==> config.mk <==
export PLATFORM = sky130hd
export DESIGN_NAME = qfr_flash_reader
export DESIGN_NICKNAME = d
export VERILOG_FILES = /design/src/common/qfr_pkg.sv /design/src/hw/qfr_clk_div.sv /design/src/hw/qfr_flash_reader.sv
export SDC_FILE = /design/constraint.sdc
export NUM_CORES = 1
export LEC_CHECK = 0
export BUFFER_PORTS_ARGS = -buffer_cell sky130_fd_sc_hd__buf_2
export CAP_MARGIN = 20
export CORE_ASPECT_RATIO = 0.6
export CORE_MARGIN = 5
export CORE_UTILIZATION = 55
export DETAILED_ROUTE_END_ITERATION = 16
export GPL_TIMING_DRIVEN = 0
export PLACE_DENSITY = 0.74
export SYNTH_ARGS = -nofsm -noshare
export SYNTH_HDL_FRONTEND = slang
export SYNTH_SLANG_ARGS = --single-unit
==> constraint.sdc <==
create_clock -name clk_in -period 14.76 [get_ports clk_in]
set_input_delay 1.476 -clock clk_in [delete_from_list [all_inputs] [get_ports clk_in]]
set_output_delay 1.476 -clock clk_in [all_outputs]
set_load 0.02 [all_outputs]
==> src/common/qfr_pkg.sv <==
// Shared constants and types for the serial flash read controller
package qfr_pkg;

  localparam int QFR_WLEN_W = 7;
  localparam int QFR_WCNT_W = 12;
  localparam int QFR_DIV_W = 12;
  localparam int QFR_DLY_W = 2;
  localparam int QFR_ADDR_W = 24;
  localparam int QFR_WORD_MAX = 128;
  localparam int QFR_HDR_W = 32;

  localparam logic [5:0] QFR_HDR_LEFT_INIT = 6'h1f;
  localparam logic [1:0] QFR_TAIL_PERIODS = 2'h2;

  typedef enum logic [1:0] {
    QFR_LN_1 = 2'h0,
    QFR_LN_2 = 2'h1,
    QFR_LN_4 = 2'h2
  } qfr_lines_t;

  typedef enum logic [1:0] {
    QFR_PIN_3 = 2'h0,
    QFR_PIN_4 = 2'h1,
    QFR_PIN_6 = 2'h2
  } qfr_pins_t;

  typedef enum logic [4:0] {
    QFR_IDLE = 5'h01,
    QFR_LEAD = 5'h02,
    QFR_XFER = 5'h04,
    QFR_TAIL = 5'h08,
    QFR_DONE = 5'h10
  } qfr_state_t;

endpackage

==> src/hw/qfr_clk_div.sv <==
// Serial clock divider with period-end pulse and gated clock output
`timescale 1ns/1ps
module qfr_clk_div import qfr_pkg::*; #(
  parameter int DIV_W = QFR_DIV_W
) (
  input wire logic clk_in,
  input wire logic rst_n_in,
  input wire logic run_in,
  input wire logic gate_in,
  input wire logic [DIV_W-1:0] factor_in,
  output logic sclk_out,
  output logic fall_out
);

  logic [DIV_W:0] cnt;
  logic [DIV_W:0] next_cnt;
  logic sclk;
  logic next_sclk;
  logic [DIV_W:0] pm1;
  logic [DIV_W:0] hi_len;
  logic [DIV_W:0] lo_m1;

  // Factor zero still needs two phases, so it behaves like factor one
  assign pm1 = (factor_in == '0) ? (DIV_W+1)'(1) : {1'b0, factor_in};
  assign hi_len = (DIV_W+1)'((pm1 + (DIV_W+1)'(1)) >> 1);
  assign lo_m1 = pm1 - hi_len;
  assign fall_out = run_in && (cnt == pm1);
  assign sclk_out = sclk;

  always_comb begin
    next_cnt = cnt;
    next_sclk = sclk;
    if (!run_in) begin
      next_cnt = '0;
      next_sclk = 1'b0;
    end else if (cnt == pm1) begin
      next_cnt = '0;
      next_sclk = 1'b0;
    end else begin
      next_cnt = cnt + (DIV_W+1)'(1);
      if (cnt == lo_m1) begin
        next_sclk = gate_in;
      end
    end
  end

  always_ff @(posedge clk_in or negedge rst_n_in) begin
    if (!rst_n_in) begin
      cnt <= '0;
      sclk <= 1'b0;
    end else begin
      cnt <= next_cnt;
      sclk <= next_sclk;
    end
  end

endmodule // qfr_clk_div

==> src/hw/qfr_flash_reader.sv <==
// Controller-only serial flash read engine with 1/2/4 data lines
//
// Contract
// - Port is controller only; it makes clock and chip select itself.
// - Reads use one, two or four data lines.
// - A mapped read request starts the whole serial fetch by itself.
// - Word length programmable from 1 to 128 bits.
// - Words per frame programmable from 1 to 4096.
// - Three, four or six pin wiring picks the active data lines.
// - Optional interrupt on each word or on frame end, software picks.
// - Zero to three clock periods between select and first data.
// - Divider duty is half for zero or odd, (F/2)/(F+1) for even.
// - Clock mode zero: clock idles low, phase zero.
// - Read data is sampled on the serial clock falling edge.
// - Select goes active M periods before first falling edge, M=delay+1.
// - Select released two periods after the last falling edge.
// - First output bit placed one period before first falling edge.
`timescale 1ns/1ps
module qfr_flash_reader import qfr_pkg::*; #(
  parameter int WLEN_W = QFR_WLEN_W,
  parameter int WCNT_W = QFR_WCNT_W,
  parameter int DIV_W = QFR_DIV_W,
  parameter int ADDR_W = QFR_ADDR_W,
  parameter int WORD_MAX = QFR_WORD_MAX,
  parameter logic [7:0] OP_1 = 8'h03,
  parameter logic [7:0] OP_2 = 8'h3b,
  parameter logic [7:0] OP_4 = 8'h6b
) (
  input wire logic clk_in,
  input wire logic nrst_in,
  input wire logic [DIV_W-1:0] clock_divide_factor_in,
  input wire logic [QFR_DLY_W-1:0] cs_to_data_delay_in,
  input wire logic [1:0] line_mode_in,
  input wire logic [1:0] pin_mode_in,
  input wire logic [WLEN_W-1:0] word_len_in,
  input wire logic [WCNT_W-1:0] word_count_in,
  input wire logic irq_enable_in,
  input wire logic irq_on_word_in,
  input wire logic mm_read_in,
  input wire logic [ADDR_W-1:0] mm_addr_in,
  input wire logic [3:0] data_in,
  output logic busy_out,
  output logic [WORD_MAX-1:0] word_data_out,
  output logic word_valid_out,
  output logic frame_done_out,
  output logic irq_out,
  output logic sclk_out,
  output logic cs_n_out,
  output logic data0_out,
  output logic data0_oe_n_out
);

  logic rst_meta;
  logic rst_n;

  always_ff @(posedge clk_in or negedge nrst_in) begin
    if (!nrst_in) begin
      rst_meta <= 1'b0;
      rst_n <= 1'b0;
    end else begin
      rst_meta <= 1'b1;
      rst_n <= rst_meta;
    end
  end

  qfr_state_t state, next_state;
  logic [DIV_W-1:0] fac, next_fac;
  logic [QFR_DLY_W-1:0] dd, next_dd;
  qfr_lines_t ln, next_ln;
  logic pin3, next_pin3;
  logic [WLEN_W-1:0] wlen, next_wlen;
  logic [WCNT_W-1:0] wcnt, next_wcnt;
  logic sel, next_sel;
  logic ien, next_ien;
  logic [QFR_HDR_W-1:0] hdr, next_hdr;
  logic [5:0] hdr_left, next_hdr_left;
  logic in_hdr, next_in_hdr;
  logic [1:0] per_left, next_per_left;
  logic [7:0] bit_left, next_bit_left;
  logic [WCNT_W-1:0] word_left, next_word_left;
  logic [WORD_MAX-1:0] sr, next_sr, sr_shift;
  logic [WORD_MAX-1:0] word_data, next_word_data;
  logic word_valid, next_word_valid;
  logic frame_done, next_frame_done;
  logic irq, next_irq;
  logic cs_n, next_cs_n;
  logic d0, next_d0;
  logic d0_oe_n, next_d0_oe_n;
  qfr_lines_t eff_ln;
  logic [7:0] opcode;
  logic [7:0] step;
  logic fall;
  logic run;

  // Wiring limits the usable lines: quad needs all six pins
  always_comb begin
    case (pin_mode_in)
      QFR_PIN_4: eff_ln = (line_mode_in inside {QFR_LN_2, QFR_LN_4}) ?
                          QFR_LN_2 : QFR_LN_1;
      QFR_PIN_6: eff_ln = (line_mode_in == QFR_LN_2) ? QFR_LN_2 :
                          (line_mode_in == QFR_LN_4) ? QFR_LN_4 : QFR_LN_1;
      default: eff_ln = QFR_LN_1;
    endcase
    case (eff_ln)
      QFR_LN_2: opcode = OP_2;
      QFR_LN_4: opcode = OP_4;
      default: opcode = OP_1;
    endcase
  end

  assign step = 8'h01 << ln;

  // Three-pin wiring reads back on the shared line
  always_comb begin
    case (ln)
      QFR_LN_1: sr_shift = {sr[WORD_MAX-2:0], pin3 ? data_in[0] : data_in[1]};
      QFR_LN_2: sr_shift = {sr[WORD_MAX-3:0], data_in[1:0]};
      default: sr_shift = {sr[WORD_MAX-5:0], data_in};
    endcase
  end

  assign run = (state == QFR_LEAD) || (state == QFR_XFER) ||
               (state == QFR_TAIL);

  qfr_clk_div #(.DIV_W(DIV_W)) u_div (
    .clk_in(clk_in),
    .rst_n_in(rst_n),
    .run_in(run),
    .gate_in(state == QFR_XFER),
    .factor_in(fac),
    .sclk_out(sclk_out),
    .fall_out(fall)
  );

  always_comb begin
    next_state = state;
    next_fac = fac;
    next_dd = dd;
    next_ln = ln;
    next_pin3 = pin3;
    next_wlen = wlen;
    next_wcnt = wcnt;
    next_sel = sel;
    next_ien = ien;
    next_hdr = hdr;
    next_hdr_left = hdr_left;
    next_in_hdr = in_hdr;
    next_per_left = per_left;
    next_bit_left = bit_left;
    next_word_left = word_left;
    next_sr = sr;
    next_word_data = word_data;
    next_word_valid = 1'b0;
    next_frame_done = 1'b0;
    next_irq = 1'b0;
    next_cs_n = cs_n;
    next_d0 = d0;
    next_d0_oe_n = d0_oe_n;
    unique case (state)
      QFR_IDLE: begin
        if (mm_read_in) begin
          next_fac = clock_divide_factor_in;
          next_dd = cs_to_data_delay_in;
          next_ln = eff_ln;
          // Unused wiring code falls back to three-pin
          next_pin3 = !(pin_mode_in inside {QFR_PIN_4, QFR_PIN_6});
          next_wlen = word_len_in;
          next_wcnt = word_count_in;
          next_sel = irq_on_word_in;
          next_ien = irq_enable_in;
          next_hdr = {opcode, mm_addr_in};
          next_hdr_left = QFR_HDR_LEFT_INIT;
          next_in_hdr = 1'b1;
          next_word_left = word_count_in;
          next_bit_left = {1'b0, word_len_in} + 8'h01;
          next_sr = '0;
          next_cs_n = 1'b0;
          if (cs_to_data_delay_in == '0) begin
            next_state = QFR_XFER;
            next_d0 = opcode[7];
            next_d0_oe_n = 1'b0;
          end else begin
            next_state = QFR_LEAD;
            next_per_left = cs_to_data_delay_in;
          end
        end
      end
      QFR_LEAD: begin
        if (fall) begin
          if (per_left == 2'h1) begin
            next_state = QFR_XFER;
            next_d0 = hdr[QFR_HDR_W-1];
            next_d0_oe_n = 1'b0;
          end else begin
            next_per_left = per_left - 2'h1;
          end
        end
      end
      QFR_XFER: begin
        if (fall && in_hdr) begin
          if (hdr_left != '0) begin
            next_hdr = hdr << 1;
            next_d0 = hdr[QFR_HDR_W-2];
            next_hdr_left = hdr_left - 6'h01;
          end else begin
            // Let go of the shared line before the flash answers
            next_in_hdr = 1'b0;
            next_d0 = 1'b0;
            next_d0_oe_n = 1'b1;
          end
        end else if (fall) begin
          next_sr = sr_shift;
          if (bit_left <= step) begin
            next_word_data = sr_shift;
            next_word_valid = 1'b1;
            next_irq = ien && sel;
            next_sr = '0;
            next_bit_left = {1'b0, wlen} + 8'h01;
            if (word_left == '0) begin
              next_state = QFR_TAIL;
              next_per_left = QFR_TAIL_PERIODS;
            end else begin
              next_word_left = word_left - WCNT_W'(1);
            end
          end else begin
            next_bit_left = bit_left - step;
          end
        end
      end
      QFR_TAIL: begin
        if (fall) begin
          if (per_left == 2'h1) begin
            next_cs_n = 1'b1;
            next_state = QFR_DONE;
          end else begin
            next_per_left = per_left - 2'h1;
          end
        end
      end
      QFR_DONE: begin
        next_frame_done = 1'b1;
        next_irq = ien && !sel;
        next_state = QFR_IDLE;
      end
    endcase
  end

  always_ff @(posedge clk_in or negedge rst_n) begin
    if (!rst_n) begin
      state <= QFR_IDLE;
      fac <= '0;
      dd <= '0;
      ln <= QFR_LN_1;
      pin3 <= 1'b0;
      wlen <= '0;
      wcnt <= '0;
      sel <= 1'b0;
      ien <= 1'b0;
      hdr <= '0;
      hdr_left <= '0;
      in_hdr <= 1'b0;
      per_left <= '0;
      bit_left <= '0;
      word_left <= '0;
      sr <= '0;
      word_data <= '0;
      word_valid <= 1'b0;
      frame_done <= 1'b0;
      irq <= 1'b0;
      cs_n <= 1'b1;
      d0 <= 1'b0;
      d0_oe_n <= 1'b1;
    end else begin
      state <= next_state;
      fac <= next_fac;
      dd <= next_dd;
      ln <= next_ln;
      pin3 <= next_pin3;
      wlen <= next_wlen;
      wcnt <= next_wcnt;
      sel <= next_sel;
      ien <= next_ien;
      hdr <= next_hdr;
      hdr_left <= next_hdr_left;
      in_hdr <= next_in_hdr;
      per_left <= next_per_left;
      bit_left <= next_bit_left;
      word_left <= next_word_left;
      sr <= next_sr;
      word_data <= next_word_data;
      word_valid <= next_word_valid;
      frame_done <= next_frame_done;
      irq <= next_irq;
      cs_n <= next_cs_n;
      d0 <= next_d0;
      d0_oe_n <= next_d0_oe_n;
    end
  end

  assign busy_out = (state != QFR_IDLE);
  assign word_data_out = word_data;
  assign word_valid_out = word_valid;
  assign frame_done_out = frame_done;
  assign irq_out = irq;
  assign cs_n_out = cs_n;
  assign data0_out = d0;
  assign data0_oe_n_out = d0_oe_n;

  // Checking helpers: cycle counters around serial clock events
  logic [DIV_W+2:0] per_cyc, hi_len, lead_cnt, tail_cnt, hi_cnt, drv_cnt;
  logic [7:0] falls, exp_falls;
  logic [WCNT_W:0] words;
  logic first_seen, sclk_prev;

  assign per_cyc = (fac == '0) ? (DIV_W+3)'(2) : (DIV_W+3)'(fac) + 1'b1;
  assign hi_len = per_cyc >> 1;
  assign exp_falls = 8'(({1'b0, wlen} + step) >> ln);

  always_ff @(posedge clk_in or negedge rst_n) begin
    if (!rst_n) begin
      lead_cnt <= '0;
      tail_cnt <= '0;
      hi_cnt <= '0;
      drv_cnt <= '0;
      falls <= '0;
      words <= '0;
      first_seen <= 1'b0;
      sclk_prev <= 1'b0;
    end else begin
      sclk_prev <= sclk_out;
      lead_cnt <= (state == QFR_IDLE) ? '0 : lead_cnt + 1'b1;
      drv_cnt <= d0_oe_n ? '0 : drv_cnt + 1'b1;
      tail_cnt <= (sclk_prev && !sclk_out) ? (DIV_W+3)'(1) : tail_cnt + 1'b1;
      hi_cnt <= sclk_out ? hi_cnt + 1'b1 : '0;
      if (state == QFR_IDLE) begin
        first_seen <= 1'b0;
        words <= '0;
        falls <= '0;
      end else begin
        if (sclk_prev && !sclk_out) begin
          first_seen <= 1'b1;
        end
        if (fall && !in_hdr && state == QFR_XFER) begin
          falls <= falls + 8'h01;
        end
        if (word_valid) begin
          words <= words + 1'b1;
          falls <= (fall && !in_hdr && state == QFR_XFER) ? 8'h01 : 8'h00;
        end
      end
    end
  end
endmodule // qfr_flash_reader

======== Yosys cells after proc, flatten, opt, wreduce, memory -nomap -nowiden ========
Index checks and enable logic that the tools add are counted.
operators by class
  reductions and logical operators ........ 31
  shifts and indexed selects .............. 1
  multiplexer cells ....................... 88
  add/sub/neg operators ................... 9
  eq/ne operators ......................... 34
  order comparisons ....................... 1
  bitwise operators ....................... 1
operator list
  cell                     count
  $mux W127                4
  $pmux W128 S2            1
  $pmux W127 S2            1
  $mux W32                 3
  $mux W12                 6
  $pmux W32 S2             1
  $mux W5                  9
  $mux W8                  4
  $mux W1                  31
  $ne A2 B2 Y1 const B     14
  $add A13 B1 Y13 const B  2
  $eq A13 B13 Y1           2
  $mux W13                 2
  $pmux W5 S5              1
  $logic_not A12 Y1        2
  $pmux W12 S2             1
  $mux W2                  10
  $reduce_and A4 Y1        5
  $mux W6                  3
  $reduce_and A9 Y1        2
  $add A7 B1 Y8 const B    2
  $pmux W8 S2              1
  $pmux W7 S2              1
  $sub A13 B12 Y13         1
  other kinds (34)         56
word-level totals
  bits of input ports ..................... 70
  word-level logic and storage cells ...... 190
  register bits after elaboration ......... 367
  output and inout bits ................... 136

======== Longest topological paths before layout ========
  word-level depth ........................ 8
  gate-level depth with buffers ........... 16
  mapped depth without buffers ............ 15

======== By module ========
A second synthesis with hierarchy kept.
unflattened totals
  cell total of the unflattened synthesis .. 2093
  area, all modules ....................... 18721.7 um2
by module, submodules not included
  module            instances  area each (um2)  sequential area each (um2)  cells each
  qfr_flash_reader  1          16906.2          8837.2                      1859
  qfr_clk_div       1          1815.5           350.3                       234

======== Worst setup path before layout ========
Ideal clock, no wire load.
  kind .................................... register to register
  start ................................... register fac[2]
  end ..................................... register u_div.sclk, in the netlist u_div.sclk_out
  arrival ................................. 3.483 ns
  data required time ...................... 14.637 ns
  clock period less this slack ............ 3.605 ns
  stages on the path, launching flop included .. 17
  buffers on the path ..................... 1
  path slack .............................. 11.155 ns
  setup time .............................. 0.123 ns
  cell sequence ........................... dfrtp_1 -> clkbuf_1 -> nand3_1 -> nor2_1 -> and3_1 -> nand3_1 -> nor2_1 -> nand3_1 -> xor2_1 -> ha_1 -> or4b_2 -> o211ai_1 -> a211o_1 -> a21boi_0 -> mux2_2 -> and3_1 -> o221a_2
between the ends
  cells in the longest elaborated chain, start to end .. 6
  elaborated cells between the ends (all ways) .. 9
  those cells by class .................... add/sub (2); eq/ne (3); mux (3); reduce/logical (1)
RTL lines
  what                           line                     text
  from (decl)                    qfr_flash_reader.sv:67   logic [DIV_W-1:0] fac, next_fac;
  from (signal assigned)         qfr_flash_reader.sv:275  fac <= next_fac;
  $logic_not A12 Y1              n/a
  $mux W12 (*)                   qfr_clk_div.sv:24        assign pm1 = (factor_in == '0) ? (DIV_W+1)'(1) : {1'b0, factor_in};
  $add A13 B1 Y13                qfr_clk_div.sv:25        assign hi_len = (DIV_W+1)'((pm1 + (DIV_W+1)'(1)) >> 1);
  $sub A13 B12 Y13               qfr_clk_div.sv:26        assign lo_m1 = pm1 - hi_len;
  $eq A13 B13 Y1                 qfr_clk_div.sv:41        if (cnt == lo_m1) begin
  $ne A3 B3 Y1 (no source line)  n/a
  to (signal assigned)           qfr_clk_div.sv:53        sclk <= next_sclk;
  to (decl)                      qfr_clk_div.sv:17        logic sclk;
Mark *: on every way between the ends. The rest lies on a longest branch, timed or not.
A chain may end at the register's enable or synchronous reset.

======== Final worst setup path ========
  start ................................... register ln[1]
  end ..................................... register sr[119]
between the ends
  cells in the longest elaborated chain, start to end .. 6
  elaborated cells between the ends (all ways) .. 9
  those cells by class .................... order compare (1); eq/ne (1); shift (1); mux (5); reduce/logical (1)
RTL lines
  what                                           line                                              text
  from (decl)                                    qfr_flash_reader.sv:69                            qfr_lines_t ln, next_ln;
  from (signal assigned)                         qfr_flash_reader.sv:277                           ln <= next_ln;
  $shl A1 B2 Y8, or another cell as far along    qfr_flash_reader.sv:111                           assign step = 8'h01 << ln;
  $le A8 B8 Y1 or $pmux W128 S2 (tied branches)  qfr_flash_reader.sv:213, qfr_flash_reader.sv:115
  $mux W127 (*)                                  qfr_flash_reader.sv:213                           if (bit_left <= step) begin
  $mux W127 (*)                                  qfr_flash_reader.sv:211                           end else if (fall) begin
  $mux W127 (*)                                  qfr_flash_reader.sv:200                           if (fall && in_hdr) begin
  $pmux W127 S2 (*)                              qfr_flash_reader.sv:159                           unique case (state)
  to (signal assigned)                           qfr_flash_reader.sv:289                           sr <= next_sr;
  to (decl)                                      qfr_flash_reader.sv:81                            logic [WORD_MAX-1:0] sr, next_sr, sr_shift;
Mark *: on every way between the ends. The rest lies on a longest branch, timed or not. The select of a mux whose other input is x is not followed.

==> impl_results.md <==
* Area of the core at around 0.034 mm^2
* Top cells by area, synth: dfrtp_1 49%, nand2_1 8.4%, mux2i_1 7.0%
* Initial antenna violation count at 2
* Number of port buffers at just over 200
* Most common cell on crit path: clkbuf_1
* CP arrival at 5630 ps
* Clk_skew at between 15 and 20 ps
* Crit path time final at around 5200 ps
* Hold_buf cts at 0
* Required time of the critical path at around 15000 ps
* Ports at between 200 and 250
* Fin nets at between 2000 and 2500
* Root buffer selected by CTS: clkbuf_16
* Vias in the first global route at 16110
* Syn Area/Cell at around 9.0 um^2
* Worst-path cell chain: clkbuf_1 > clkbuf_1 > buf_1 > nand2b_1 > ha_1 > a21o_1 > a21oi_1 > o21ai_1 > nand2_1 > clkbuf_1 > clkbuf_1 > clkbuf_1 > o31ai_1
* Final core occ at roughly 65%
* Leak at 9.776 nW
* Tightest Pin Transition at between 1000 and 1500 ps
* Post-route setup TNS at 0 ps
* Design area at 0.02176 mm^2
* CTS Sinks at about 370
* Sequential share of the synthesized area at between 40% and 50%
* Clock buffer count from CTS at 36
* Post-CTS resize count at 0
* Row count at 52
* Setup bufs post-CTS at 0
* Critical path startpoint: ln[1]
* Post-Route WL at around 53000 um
* Clk Latency, worst-skew pair at between 500 and 600 ps
* Post-synth top flop: dfrtp_1
* DR pass1 iterations at 5
* Status: finished clean
* Post-synth EDFFs at 0
* Highest Clock Rate at 190.8 MHz
* Chip Height at 153.1 um
* Final worst-path cycle share at roughly 36%
* Most frequent cell after synthesis: nand2_1
* Htree depth at 2
* RePlAce Congestion at between 0.9 and 1
* DRC at 0
* Max Root-Sink Buffers at 3
* Cells after synthesis at around 2100
* Library cells used by synthesis at 77
* Hold Crit Class: reg2reg
* Global-route usage over all layers at around 28%
* Total Power at about 3.2 mW
* Post-synth top area cell: dfrtp_1
* Die area at ~0.038 mm^2
* Post-synth top cells: 422 x nand2_1, 364 x dfrtp_1, 204 x nor2_1
* Clock-pin slew on the worst setup and hold paths at approximately 70 ps
* Pin count of the biggest net entering global routing at 70
* YS warnings at 0
* Cell Pwr Density at 148.7 mW/mm^2
* Detailed Place HPWL at 38930 um
* Synth top area share at 48.54%
* Final slew viol count at 0
* Slowest stage delay, CP at between 500 and 600 ps
* Setup crit start kind: flop
* Setup violations, final at 0
* Layout cells sized above 1 at 13.61%
* Wirelength per Cell at 18.84 um
* CTS tree: built
* Placed cell count at approximately 2800
* Async set-or-reset flop fraction in the synthesized netlist at 100.0%
* Cell Area, Synth at around 0.019 mm^2
* Non-filler cells, final at 2826
* Filler cells at ~2900
* IR drop worst, VDD at roughly 0.0001 V
* Max Cap Viol at 0
* RR Startpoint: ln[1]
* Die width at 248.5 um
* Synth Register Bits at approximately 370
* Final ANT Viol Nets at 0
* Via density at around 5.9
* CP max FO at 10
* Critical path class: reg2reg
* Gr ovfl total at 0
* DR vias at about 17000
* RSZ-0062 raised after global routing: no
* Initial core utilization at between 50% and 60%
* Worst hold start: rst_meta
* Final hold violation count at 0
* CP max stage cell: clkbuf_1
* Area after DPL at between 0.02 and 0.025 mm^2
* Syn Nets at 2192
* Global-route wire length before repair at just under 90000 um
* Crit. End Element: flop
* Max-slew headroom at 25.63%
* Layout area overhead at 15.94%
* DRT iter0 DRCs at roughly 2000
[flip-flops by register name, summed over array words and instances (netlist names), 2 cells and up]
name	flops
word_data_out	128
sr	127
hdr	32
u_div.cnt	13
fac	12
word_left	12
bit_left	8
wlen	7
hdr_left	6
state	5
ln	2
per_left	2
[metal layers]
| layer | vias to the layer above | routed length [um] | track usage [%] |
|---|---|---|---|
| met5 | - | 7 | 0 |
| met1 | 8158 | 24980 | 42.74 |
| li1 | 7752 | - | - |
| met3 | 104 | 4602 | 6.165 |
| met2 | 680 | 22240 | 39.24 |
| met4 | 2 | 1410 | 6.826 |
[layout make-up]
| cell class | count | area, um^2 | share of cell area (%) |
|---|---|---|---|
| multi-input cells | 1527 | 8732 | 40.14 |
| inverters | 28 | 105.1 | 0.4831 |
| diodes | 1 | 2.502 | 0.01150 |
| plain buffers | 170 | 740.7 | 3.405 |
| well taps | 459 | 574.3 | 2.640 |
| clock inverters | 12 | 163.9 | 0.7534 |
| clock buffers | 52 | 1082 | 4.975 |
| flip-flops and latches | 367 | 9191 | 42.25 |
| repair buffers | 210 | 1164 | 5.349 |
[power breakdown]
| group | internal (mW) | total (mW) | switching, mW |
|---|---|---|---|
| Clock | 0.580 | 0.977 | 0.396 |
| Combinational | 0.369 | 1.04 | 0.674 |
| Sequential | 1.12 | 1.22 | 0.0971 |
| Total | 2.07 | 3.23 | 1.17 |
[cell usage in the layout, fill, tap and decap left out, drive strengths merged, types with 3 or more instances in the layout]
| cell | synthesis | layout |
|---|---|---|
| o31a | 3 | 3 |
| o311ai | 3 | 3 |
| bufinv | 0 | 4 |
| o22ai | 7 | 7 |
| and2 | 7 | 7 |
| a21boi | 4 | 4 |
| a21o | 4 | 4 |
| or2 | 3 | 3 |
| nand3 | 26 | 26 |
| ha | 29 | 29 |
| o21a | 5 | 5 |
| clkbuf | 116 | 168 |
| o31ai | 131 | 131 |
| and3 | 14 | 14 |
| nor4b | 3 | 3 |
| buf | 54 | 264 |
| or3 | 11 | 11 |
| xor2 | 30 | 30 |
| o211ai | 8 | 8 |
| or4 | 3 | 3 |
| nor4 | 9 | 9 |
| nand2 | 423 | 423 |
| inv | 28 | 28 |
| nor2b | 3 | 3 |
| nor2 | 205 | 205 |
| a21oi | 167 | 167 |
| a211oi | 3 | 3 |
| dfrtp | 364 | 364 |
| mux2 | 4 | 4 |
| nand4 | 5 | 5 |
| nor3 | 19 | 19 |
| dfstp | 3 | 3 |
| xnor2 | 33 | 33 |
| mux2i | 132 | 132 |
| o21ai | 164 | 164 |
| a31oi | 30 | 30 |
| nand2b | 6 | 6 |
| clkinv | 0 | 8 |
[critical path: cells and delay by family (launching register included)]
kind | cells | cell delay (ps)
fa+ha+maj | 1 | 350
compound gates | 4 | 1070
buf+inv | 6 | 3000
simple gates | 2 | 380
flops | 1 | 320
[metrics by stage]
stage,hold slack [ps],setup WS [ps]
after global routing,375.5,9138
after floorplan,331.2,3779
after global placement,339.7,-280.4
final,360.4,9518
after CTS,361.6,9675
after detailed placement,347.8,9722
[cell families after synthesis]
kind of cell	count (synthesis)	share of synthesized area (%)
mux	136	7.281
compound gates	551	17.74
other cells	1	0.01998
fa+ha+maj	30	2.040
flops	367	48.96
xor+xnor	63	2.940
simple gates	746	16.51
buf+inv	198	4.507
[path summary, 6_finish.rpt]
| kind | end | slack, ps | cells after the start |
|---|---|---|---|
| setup / recovery | sr[119] | 9520 | 13 |
| hold / removal | rst_n | 360 | 0 |
| setup reg to reg | sr[119] | 9520 | 13 |
| hold reg to reg | rst_n | 360 | 0 |
| max in group asynchronous | sr[69] | 13460 | 1 |
| min in group asynchronous | hdr[20] | 440 | 0 |
(Power assumes the default switching activity.)
